<file path="src/core/epoch_ram_params.svh">
// constants for the epoch counter, scratch bytes and key gate
`ifndef EPOCH_RAM_PARAMS_SVH
`define EPOCH_RAM_PARAMS_SVH
`define ADDR_EPOCH0 8'h1b
`define ADDR_EPOCH1 8'h1c
`define ADDR_EPOCH2 8'h1d
`define ADDR_EPOCH3 8'h1e
`define ADDR_SCRATCH1 8'h1f
`define ADDR_SCRATCH2 8'h20
`define ADDR_KEY0 8'h21
`define ADDR_KEY1 8'h22
`define ADDR_KEY2 8'h23
`define ADDR_KEY3 8'h24
`define SCRATCH_RESET 8'h00
`define EPOCH_RESET 32'h00000000
`define READ_RESET 8'h00
`define KEY_RESET 8'h00
`define KEY_ENABLE_VALUE 8'hff
`define REFRESH_MS 66
`define CLOCK_HZ 10000000
`define REFRESH_CYCLES ((`CLOCK_HZ / 1000) * `REFRESH_MS)
`endif

</file>
<file path="src/core/epoch_ram_pkg.sv">
// types for the epoch counter and key gate block
package epoch_ram_pkg;
  typedef logic [7:0] byte_t;
  typedef logic [31:0] word_t;
  typedef enum logic [1:0] {st_refresh, st_run} boot_state_t;
endpackage : epoch_ram_pkg

</file>
<file path="src/core/key_gate_if.sv">
// carrier between register file and key gate
`timescale 1ns/1ps
`default_nettype none
interface key_gate_if;
  logic [31:0] entered;
  logic [7:0] nv_enable;
  logic [31:0] nv_key;
  logic allow;
  modport regs (output entered, output nv_enable, output nv_key, input allow);
  modport gate (input entered, input nv_enable, input nv_key, output allow);
endinterface : key_gate_if
`default_nettype wire

</file>
<file path="src/core/key_gate.sv">
// key comparison deciding whether a gated write may land
`timescale 1ns/1ps
`default_nettype none
`include "epoch_ram_params.svh"
module key_gate (
  key_gate_if.gate kg
);
  import epoch_ram_pkg::*;
  always_comb begin
    if (kg.nv_enable == `KEY_ENABLE_VALUE) begin
      kg.allow = (kg.entered == kg.nv_key);
    end else begin
      kg.allow = 1'b1;
    end
  end
endmodule : key_gate
`default_nettype wire

</file>
<file path="src/core/epoch_ram_write_protect_regs.sv">
// epoch counter bytes, scratch bytes and key entry registers
`timescale 1ns/1ps
`default_nettype none
`include "epoch_ram_params.svh"
module epoch_ram_write_protect_regs (
  // clock and reset
  input wire logic clock,
  input wire logic sys_rst,
  // tuned 1 hz tick, one-cycle pulse, same domain
  input wire logic tick_1hz,
  // register access from the serial front end
  input wire logic wr_en,
  input wire logic rd_en,
  input wire epoch_ram_pkg::byte_t addr,
  input wire epoch_ram_pkg::byte_t wr_data,
  input wire logic counter_write_busy,
  output epoch_ram_pkg::byte_t rd_data,
  // nonvolatile mirror of enable and stored key
  input wire epoch_ram_pkg::byte_t nv_key_enable,
  input wire epoch_ram_pkg::byte_t nv_key_byte0,
  input wire epoch_ram_pkg::byte_t nv_key_byte1,
  input wire epoch_ram_pkg::byte_t nv_key_byte2,
  input wire epoch_ram_pkg::byte_t nv_key_byte3,
  // status
  output logic write_allowed,
  output logic refresh_done,
  output epoch_ram_pkg::word_t epoch_count
);
  import epoch_ram_pkg::*;

  localparam logic [19:0] refresh_last = 20'(`REFRESH_CYCLES - 1);

  key_gate_if kg ();
  key_gate key_gate_inst (.kg(kg));

  // state, one group per always_ff
  boot_state_t boot_q, boot_d;
  logic [19:0] boot_cnt_q, boot_cnt_d;
  logic done_q, done_d;
  word_t epoch_q, epoch_d;
  byte_t scratch1_q, scratch1_d, scratch2_q, scratch2_d;
  byte_t key0_q, key0_d, key1_q, key1_d, key2_q, key2_d, key3_q, key3_d;
  byte_t rd_q, rd_d;
  logic allow_q, allow_d;
  logic gated_ok;
  logic counter_hit;
  logic tick_ok;

  function automatic logic is_counter_addr(input byte_t a);
    is_counter_addr = (a >= `ADDR_EPOCH0) && (a <= `ADDR_EPOCH3);
  endfunction : is_counter_addr

  // write qualifiers shared by the counter and scratch groups
  assign gated_ok = wr_en && kg.allow;
  assign counter_hit = wr_en && is_counter_addr(addr);
  // a tick meeting a counter write is lost, not deferred
  assign tick_ok = tick_1hz && !counter_write_busy && !counter_hit;

  // key gate wiring
  assign kg.entered = {key3_q, key2_q, key1_q, key0_q};
  assign kg.nv_enable = nv_key_enable;
  assign kg.nv_key = {nv_key_byte3, nv_key_byte2, nv_key_byte1, nv_key_byte0};

  // power-up refresh: key bytes held at zero until it ends
  always_comb begin
    boot_d = boot_q;
    boot_cnt_d = boot_cnt_q;
    case (boot_q)
      st_refresh: begin
        if (boot_cnt_q == refresh_last) begin
          boot_d = st_run;
        end else begin
          boot_cnt_d = boot_cnt_q + 20'h00001;
        end
      end
      default: boot_d = st_run;
    endcase
    done_d = (boot_d == st_run);
  end

  always_ff @(posedge clock) begin
    if (sys_rst) begin
      boot_q <= st_refresh;
      boot_cnt_q <= 20'h00000;
      done_q <= 1'b0;
    end else begin
      boot_q <= boot_d;
      boot_cnt_q <= boot_cnt_d;
      done_q <= done_d;
    end
  end

  // counter: writes go through the gate; refused ones change no byte but still drop a tick in their cycle
  always_comb begin
    epoch_d = epoch_q;
    if (gated_ok && addr == `ADDR_EPOCH0) begin
      epoch_d[7:0] = wr_data;
    end else if (gated_ok && addr == `ADDR_EPOCH1) begin
      epoch_d[15:8] = wr_data;
    end else if (gated_ok && addr == `ADDR_EPOCH2) begin
      epoch_d[23:16] = wr_data;
    end else if (gated_ok && addr == `ADDR_EPOCH3) begin
      epoch_d[31:24] = wr_data;
    end else if (tick_ok) begin
      epoch_d = epoch_q + 32'h00000001;
    end
  end

  always_ff @(posedge clock) begin
    if (sys_rst) begin
      epoch_q <= `EPOCH_RESET;
    end else begin
      epoch_q <= epoch_d;
    end
  end

  // scratch bytes: plain storage, a scratch write never costs a tick
  always_comb begin
    scratch1_d = scratch1_q;
    scratch2_d = scratch2_q;
    if (gated_ok && addr == `ADDR_SCRATCH1) begin
      scratch1_d = wr_data;
    end else if (gated_ok && addr == `ADDR_SCRATCH2) begin
      scratch2_d = wr_data;
    end
  end

  always_ff @(posedge clock) begin
    if (sys_rst) begin
      scratch1_q <= `SCRATCH_RESET;
      scratch2_q <= `SCRATCH_RESET;
    end else begin
      scratch1_q <= scratch1_d;
      scratch2_q <= scratch2_d;
    end
  end

  // key entry; writes during the refresh are lost
  always_comb begin
    key0_d = key0_q;
    key1_d = key1_q;
    key2_d = key2_q;
    key3_d = key3_q;
    // key bytes themselves are never gated, else a locked part could not be unlocked
    if (boot_q == st_refresh) begin
      key0_d = `KEY_RESET;
      key1_d = `KEY_RESET;
      key2_d = `KEY_RESET;
      key3_d = `KEY_RESET;
    end else if (wr_en && addr == `ADDR_KEY0) begin
      key0_d = wr_data;
    end else if (wr_en && addr == `ADDR_KEY1) begin
      key1_d = wr_data;
    end else if (wr_en && addr == `ADDR_KEY2) begin
      key2_d = wr_data;
    end else if (wr_en && addr == `ADDR_KEY3) begin
      key3_d = wr_data;
    end
  end

  always_ff @(posedge clock) begin
    if (sys_rst) begin
      key0_q <= `KEY_RESET;
      key1_q <= `KEY_RESET;
      key2_q <= `KEY_RESET;
      key3_q <= `KEY_RESET;
    end else begin
      key0_q <= key0_d;
      key1_q <= key1_d;
      key2_q <= key2_d;
      key3_q <= key3_d;
    end
  end

  // read mux, registered; unmapped and key addresses read zero
  always_comb begin
    rd_d = rd_q;
    if (rd_en) begin
      if (addr == `ADDR_EPOCH0) begin
        rd_d = epoch_q[7:0];
      end else if (addr == `ADDR_EPOCH1) begin
        rd_d = epoch_q[15:8];
      end else if (addr == `ADDR_EPOCH2) begin
        rd_d = epoch_q[23:16];
      end else if (addr == `ADDR_EPOCH3) begin
        rd_d = epoch_q[31:24];
      end else if (addr == `ADDR_SCRATCH1) begin
        rd_d = scratch1_q;
      end else if (addr == `ADDR_SCRATCH2) begin
        rd_d = scratch2_q;
      end else begin
        rd_d = 8'h00;
      end
    end
  end

  always_ff @(posedge clock) begin
    if (sys_rst) begin
      rd_q <= `READ_RESET;
    end else begin
      rd_q <= rd_d;
    end
  end

  // gate decision registered, one cycle behind key and enable inputs
  always_comb begin
    allow_d = kg.allow;
  end

  always_ff @(posedge clock) begin
    if (sys_rst) begin
      allow_q <= 1'b0;
    end else begin
      allow_q <= allow_d;
    end
  end

  // every output straight from a flip-flop
  assign rd_data = rd_q;
  assign write_allowed = allow_q;
  assign refresh_done = done_q;
  assign epoch_count = epoch_q;
endmodule : epoch_ram_write_protect_regs
`default_nettype wire

</file>
<file path="config.mk">
export PLATFORM = sky130hd
export DESIGN_NAME = epoch_ram_write_protect_regs
export DESIGN_NICKNAME = d
export VERILOG_FILES = /design/src/core/epoch_ram_pkg.sv /design/src/core/key_gate_if.sv /design/src/core/key_gate.sv /design/src/core/epoch_ram_write_protect_regs.sv
export VERILOG_INCLUDE_DIRS = /design/src /design/src/core
export SDC_FILE = /design/constraint.sdc
export NUM_CORES = 1
export LEC_CHECK = 0
export BUFFER_PORTS_ARGS = -buffer_cell sky130_fd_sc_hd__clkbuf_2
export CORE_MARGIN = 2
export CORE_UTILIZATION = 51
export DETAILED_ROUTE_END_ITERATION = 8
export PLACE_DENSITY = 0.78
export SLEW_MARGIN = 5
export SYNTH_ARGS = -nofsm -noshare
export SYNTH_HDL_FRONTEND = slang
export SYNTH_SLANG_ARGS = --single-unit
</file>
<file path="constraint.sdc">
create_clock -name clock -period 2.05 [get_ports clock]
set_input_delay 0.1025 -clock clock [delete_from_list [all_inputs] [get_ports clock]]
set_output_delay 0.1025 -clock clock [all_outputs]
set_load 0.1 [all_outputs]
</file>
Yosys cells after proc, flatten, opt, wreduce, memory -nomap -nowiden:

Index checks and enable logic that the tools add are counted.
W data, S select, Z words.

* order comparisons: 2
* equal/unequal tests: 20
* $add $sub $neg: 2
* bitwise logic cells: 8
* reductions and logical operators: 32
* muxes and demuxes: 17

Operators with widths (count)
* $mux W8: 11
* $eq A8 B5 Y1 const B: 5
* $eq A8 B6 Y1 const B: 5
* $add A32 B1 Y32 const B: 1
* $eq A32 B32 Y1: 1
* $mux W32: 1
* $mux W24: 1
* $add A20 B1 Y20 const B: 1
* $eq A20 B20 Y1 const B: 1
* $reduce_and A4 Y1: 5
* $mux W16: 1
* $logic_and A1 B1 Y1: 15
* $ne A2 B2 Y1 const B: 6
* $eq A8 B8 Y1 const B: 1
* $ge A8 B5 Y1 const B: 1
* $le A8 B5 Y1 const B: 1
* $not A1 Y1: 8
* $reduce_bool A2 Y1: 4
* $reduce_and A2 Y1: 3
* $mux W2: 2
* $reduce_and A3 Y1: 1
* $eq A2 B1 Y1 const B: 1
* $logic_not A1 Y1: 2
* $logic_not A2 Y1: 1
* other kinds (2): 2

* output and inout port bits: 42
* register bits after elaboration: 112
* word-level logic and storage cells: 96
* input bits: 62

Longest topological paths before layout:

* word-level depth: 10
* mapped depth: 9
* depth with buffers taken out: 7

Hierarchy:

Synthesis repeated with hierarchy kept, for this count alone.

* cell total of the unflattened synthesis: 696
* area total of the unflattened synthesis: 5954.5 um^2

Modules (own cells, without submodules)
* epoch_ram_write_protect_regs: instances 1, area each 5590.4 um^2, cells each 650, seq. area each 2242.2 um^2
* key_gate: instances 1, area each 364.1 um^2, cells each 46, seq. area each 0.0 um^2

Worst setup path after synthesis:

OpenSTA, ideal clock, no wires.

* kind: flip-flop to flip-flop
* start: register epoch_q[7] (netlist: epoch_count[7])
* end: register epoch_q[25] (netlist: epoch_count[25])
* setup time: 58 ps
* slack: -904 ps
* clock period less this slack: 2954 ps
* buffers on the path: 3
* data arrival time: 2895 ps
* required time: 1992 ps
* stages on the path, launching flop included: 10
* path through: dfxtp_1 > buf_4 > and4_1 > buf_4 > nand4_2 > or3_1 > clkbuf_1 > or4_1 > a21oi_1 > mux2_2

* cells in the longest elaborated chain, start to end: 3

Ends and longest elaborated chain
* start: declaration: line epoch_ram_write_protect_regs.sv:40 `word_t epoch_q, epoch_d;`
* start signal: assignment: line epoch_ram_write_protect_regs.sv:111 `` epoch_q <= `EPOCH_RESET; ``
* start signal: assignment: line epoch_ram_write_protect_regs.sv:113 `epoch_q <= epoch_d;`
* $add A32 B1 Y32: line epoch_ram_write_protect_regs.sv:105 `epoch_d = epoch_q + 32'h00000001;`
* $mux W32: line epoch_ram_write_protect_regs.sv:104 `end else if (tick_ok) begin`
* $mux W8: line epoch_ram_write_protect_regs.sv:102 `` end else if (gated_ok && addr == `ADDR_EPOCH3) begin ``

No other way between the ends. The select of a mux whose other input is x is not followed.
A chain may end at the register's enable or synchronous reset.

Worst setup path in the final report:

* start: register epoch_q[4] (netlist: epoch_count[4])
* end: register epoch_q[25] (netlist: epoch_count[25])

The elaborated chain is that of the path after synthesis.

==> results.md <==
- The flow ran to the end, but the final reports show violations.
- The checks that failed: setup timing.
- The largest net degree at the start of global routing is 49.
- The number of enable flip-flop cells after synthesis is 0.
- The routed length per placed instance is 17.6 um.
- The portion of synthesized cell area occupied by the leading cell type is 39.4%.
- After clock tree synthesis, the clock-pin slew on the worst setup and hold paths is roughly 0.11 ns.
- The total of endpoints with negative setup slack in the final report is 1.
- The transition time at the pin with the least slew margin is 1.25 ns.
- The total number of clock tree sinks is 112.
- For the worst setup path, the data arrival time is 2.40 ns.
- Setup repair after global routing could not meet its margin everywhere.
- The max-slew violation total from the final report is 0.
- Summing every instance area after synthesis gives 0.00568 mm^2.
- The floorplan die area is 0.0120 mm^2.
- For this run, design rule violations remaining after detail routing come to 0.
- On the final layout, the worst clock skew is 0.0179 ns.
- The worst hold path passes through 3 cells.
- The minimum clock period is 2.06 ns.
- The signal on the critical path passes through and4_4, or3b_4, or2_4, or4_4, a21oi_2, mux2_4.
- The first global-routing pass estimated 25.4 mm of wire.
- The type of element capturing the critical path is a flip-flop.
- The instance area after placement is 0.00676 mm^2.
- Counting cells, the worst reg-to-reg path comes to 6.
- Summed over all layers, the global routing overflow is 0.
- The leakage dissipation is 3.32 nW.
- In the final layout, the share of cells above drive strength 1 is 30.0%.
- Global routing used a little over a quarter of the available tracks across all layers.
- Headroom to the max-slew limit came out at approximately 17%.
- The count of inserted antenna diode cells is 0.
- In this design, the stage delay of the slowest critical-path cell is around 0.48 ns.
- The via count of the first global-routing pass came to slightly above 5000.
- The CTS buffer count is 9.
- The number of antenna violations at the first check in global routing is 0.
- The tool flagged a number of max-cap violations equal to 0.
- The largest driver fanout on the critical path is 4.
- The clock insertion delay at the later pin of the skew report is 0.38 ns.
- The final number of hold-violating endpoints is 0.
- Across all hold checks on the routed design, the worst slack comes to around 0.031 ns.
- The final critical path takes up 101% of the cycle.
- TritonCTS built the clock tree.
- The floorplan step set the die height to 110 um.
- The number of different library cells used by synthesis comes to 56.
- The deepest clock path buffer count is 2.
- The clock root buffer master is clkbuf_8.
- STA classifies the critical path startpoint as a flip-flop.
- The area added between synthesis and finish is 24.5%.
- Of all flip-flops after synthesis, the portion carrying an async set or reset was 0%.
- The setup path with the least slack is of type reg2reg.
- The final weighted congestion of routability-driven global placement is 0.918.
- The final routed wirelength across all metal layers is 16.1 mm.
- The largest area contributor in the synthesized netlist is dfxtp_1.
- The critical path runs through a total of 6 cells.
- The commonest cells after synthesis are dfxtp_1 (112), mux2i_1 (79), nor2_1 (67).
- In this run the worst hold path is classified as in2reg.
- Before CTS, the worst setup slack after placement is -0.0660 ns.
- The overall power after layout is a little under 0.004 W.
- The post-route worst setup slack is -0.0146 ns.
- The flop and latch count out of synthesis is 112.
- The detailed-routing iteration count for the pre-antenna-repair pass is 5.
- The count of buffer and inverter cells on the critical path is 0.
- The top flip-flop cell by instance count after synthesis is dfxtp_1.
- Grouping stages by cell kind, the critical path spends the most delay in simple AND/OR/NAND/NOR gates.
- Power spread over the standard cell area amounts to 557 mW/mm^2.
- The floorplan has 38 rows.
- Yosys attributes the largest share of cell area to dfxtp_1 (39%), mux2i_1 (14%), xor2_1 (7.4%), nor2_1 (4.4%), nand2_1 (4.0%).
- In the synthesized netlist, the number of instances is roughly 630.
- The final layout contains 835 nets.
- Among all cell types in the netlist, the one instantiated most often is dfxtp_1.
- In this run the number of H-tree levels came out at 3.
- The DRC marker count from the first detailed-route iteration is 330.
- The width of the die is 110 um.
- For this configuration, the core starts out at a cell density of around 52%.
- The remaining antenna violation count after routing is 0.
- The count of vias placed by the detailed router is 5363.
- The I/O pin count is 104.
- The number of warning messages in the yosys log is 0.
- A synthesized cell averages around 9 um^2.
- The top achievable clock speed is 484 MHz.
- The finished cells cover 0.00707 mm^2.
- The detailed placement HPWL is 11.9 mm.
- Sequential cells were found to cover between 30% and 40% of the synthesized design area.
- IR analysis of the VDD net gives a maximum drop of 302 uV.
- The largest individual stage delay along the critical path comes from the cell or4_4.
- The required time of the critical path is between 2 and 2.5 ns.
- Buffers placed on the I/O ports in this run total 103.
- The utilization of the core after routing is between 60% and 70%.
- The core footprint is between 0.01 and 0.015 mm^2.
- The synthesized net count is 696.
- The ratio of routed vias to standard cells is between 5 and 6.
## stage by stage
stage          instances  TNS [ns]
6_report             916   -0.0146
5_1_grt              916    -0.151
4_1_cts              915   -0.0227
3_5_place_dp         899    -0.160
3_3_place_gp         899   -0.0225
2_1_floorplan        632     -1.74
## worst register-to-register path, delay by kind of cell, from the launching register on
kind	cells	cell delay [ns]
AND/OR/NAND/NOR	4	1.37
AO/OA/AOI/OAI	1	0.14
flip-flops	1	0.37
multiplexers	1	0.15
## flip-flops by register name, indices dropped and copies added, names as in the netlist
register,count
boot_cnt_q,20
boot_q,2
epoch_count,32
key0_q,8
key1_q,8
key2_q,8
key3_q,8
rd_data,8
refresh_done,1
scratch1_q,8
scratch2_q,8
write_allowed,1
## cells in the final DEF (no fill, tap or decap), types with 3 or more instances in the layout
master / instances
clkbuf_2: 103
dfxtp_1: 86
mux2i_1: 77
nor2_1: 66
nand2_1: 60
buf_4: 50
xor2_1: 48
nand3_1: 24
nand4_1: 16
dfxtp_4: 15
a21oi_1: 13
nor3_1: 12
or3_1: 12
xnor2_1: 11
nor4_1: 11
dfxtp_2: 11
o21ai_0: 9
clkbuf_8: 9
inv_1: 8
and3_1: 8
a22o_1: 7
a221oi_1: 7
a22oi_1: 7
a311oi_1: 7
nand2b_1: 6
and4_1: 6
nor4_2: 5
o21ai_1: 5
nand3_2: 4
nor4b_1: 4
buf_6: 4
o31a_1: 3
and2_1: 3
or3b_1: 3
nor2b_1: 3
a31o_2: 3
## power by group
| group | switching [W] | internal (W) |
|---|---|---|
| Sequential | 0.0000142 | 0.00218 |
| Combinational | 0.000267 | 0.000113 |
| Clock | 0.000788 | 0.000580 |
## what timing repair did
item	in CTS	in global routing
setup endpoints to repair	9	31
buffers inserted	0	1
resized for setup	7	20
pin swaps	6	10
endpoints found under the hold margin	0	0
hold buffers	0	0
## per-layer routing
metal	track usage, %	routed length, um	vias to the layer above	part of all wire (%)
met2	45.4	7810	219	48
met5	0	0	-	0
met3	3.50	1060	40	6.6
li1	-	-	2554	-
met1	35.1	6740	2550	42
met4	13.1	503	0	3.1
## kinds of logic (layout without fill, tap and decap cells)
| logic type | count (synthesis) | in the layout | share of synthesized area [%] |
|---|---|---|---|
| simple gates | 260 | 260 | 23.6 |
| flops | 112 | 112 | 39.4 |
| mux | 82 | 82 | 14.5 |
| compound gates | 76 | 76 | 9.93 |
| xor+xnor | 59 | 59 | 9.09 |
| buf+inv | 40 | 184 | 2.88 |
| fa+ha+maj | 2 | 2 | 0.440 |
| other cells | 1 | 1 | 0.0660 |
## layout make-up
type	instances	area, um^2
sequential	112	2310
tap	140	175
clock inverter	7	75.1
inverter	9	33.8
clock buffer	9	124
timing repair buffer	159	976
multi-input combinational	480	3380
fill	885	3770
## path summary, 6_finish.rpt
path	from	slack (ns)	end
worst min-delay path	wr_data[5]	0.03	key0_q[5]
worst min register to register	scratch1_q[0]	0.47	scratch1_q[0]
worst max-delay path	epoch_count[4]	-0.01	epoch_count[25]
worst max register to register	epoch_count[4]	-0.01	epoch_count[25]
(Power assumes the default switching activity.)
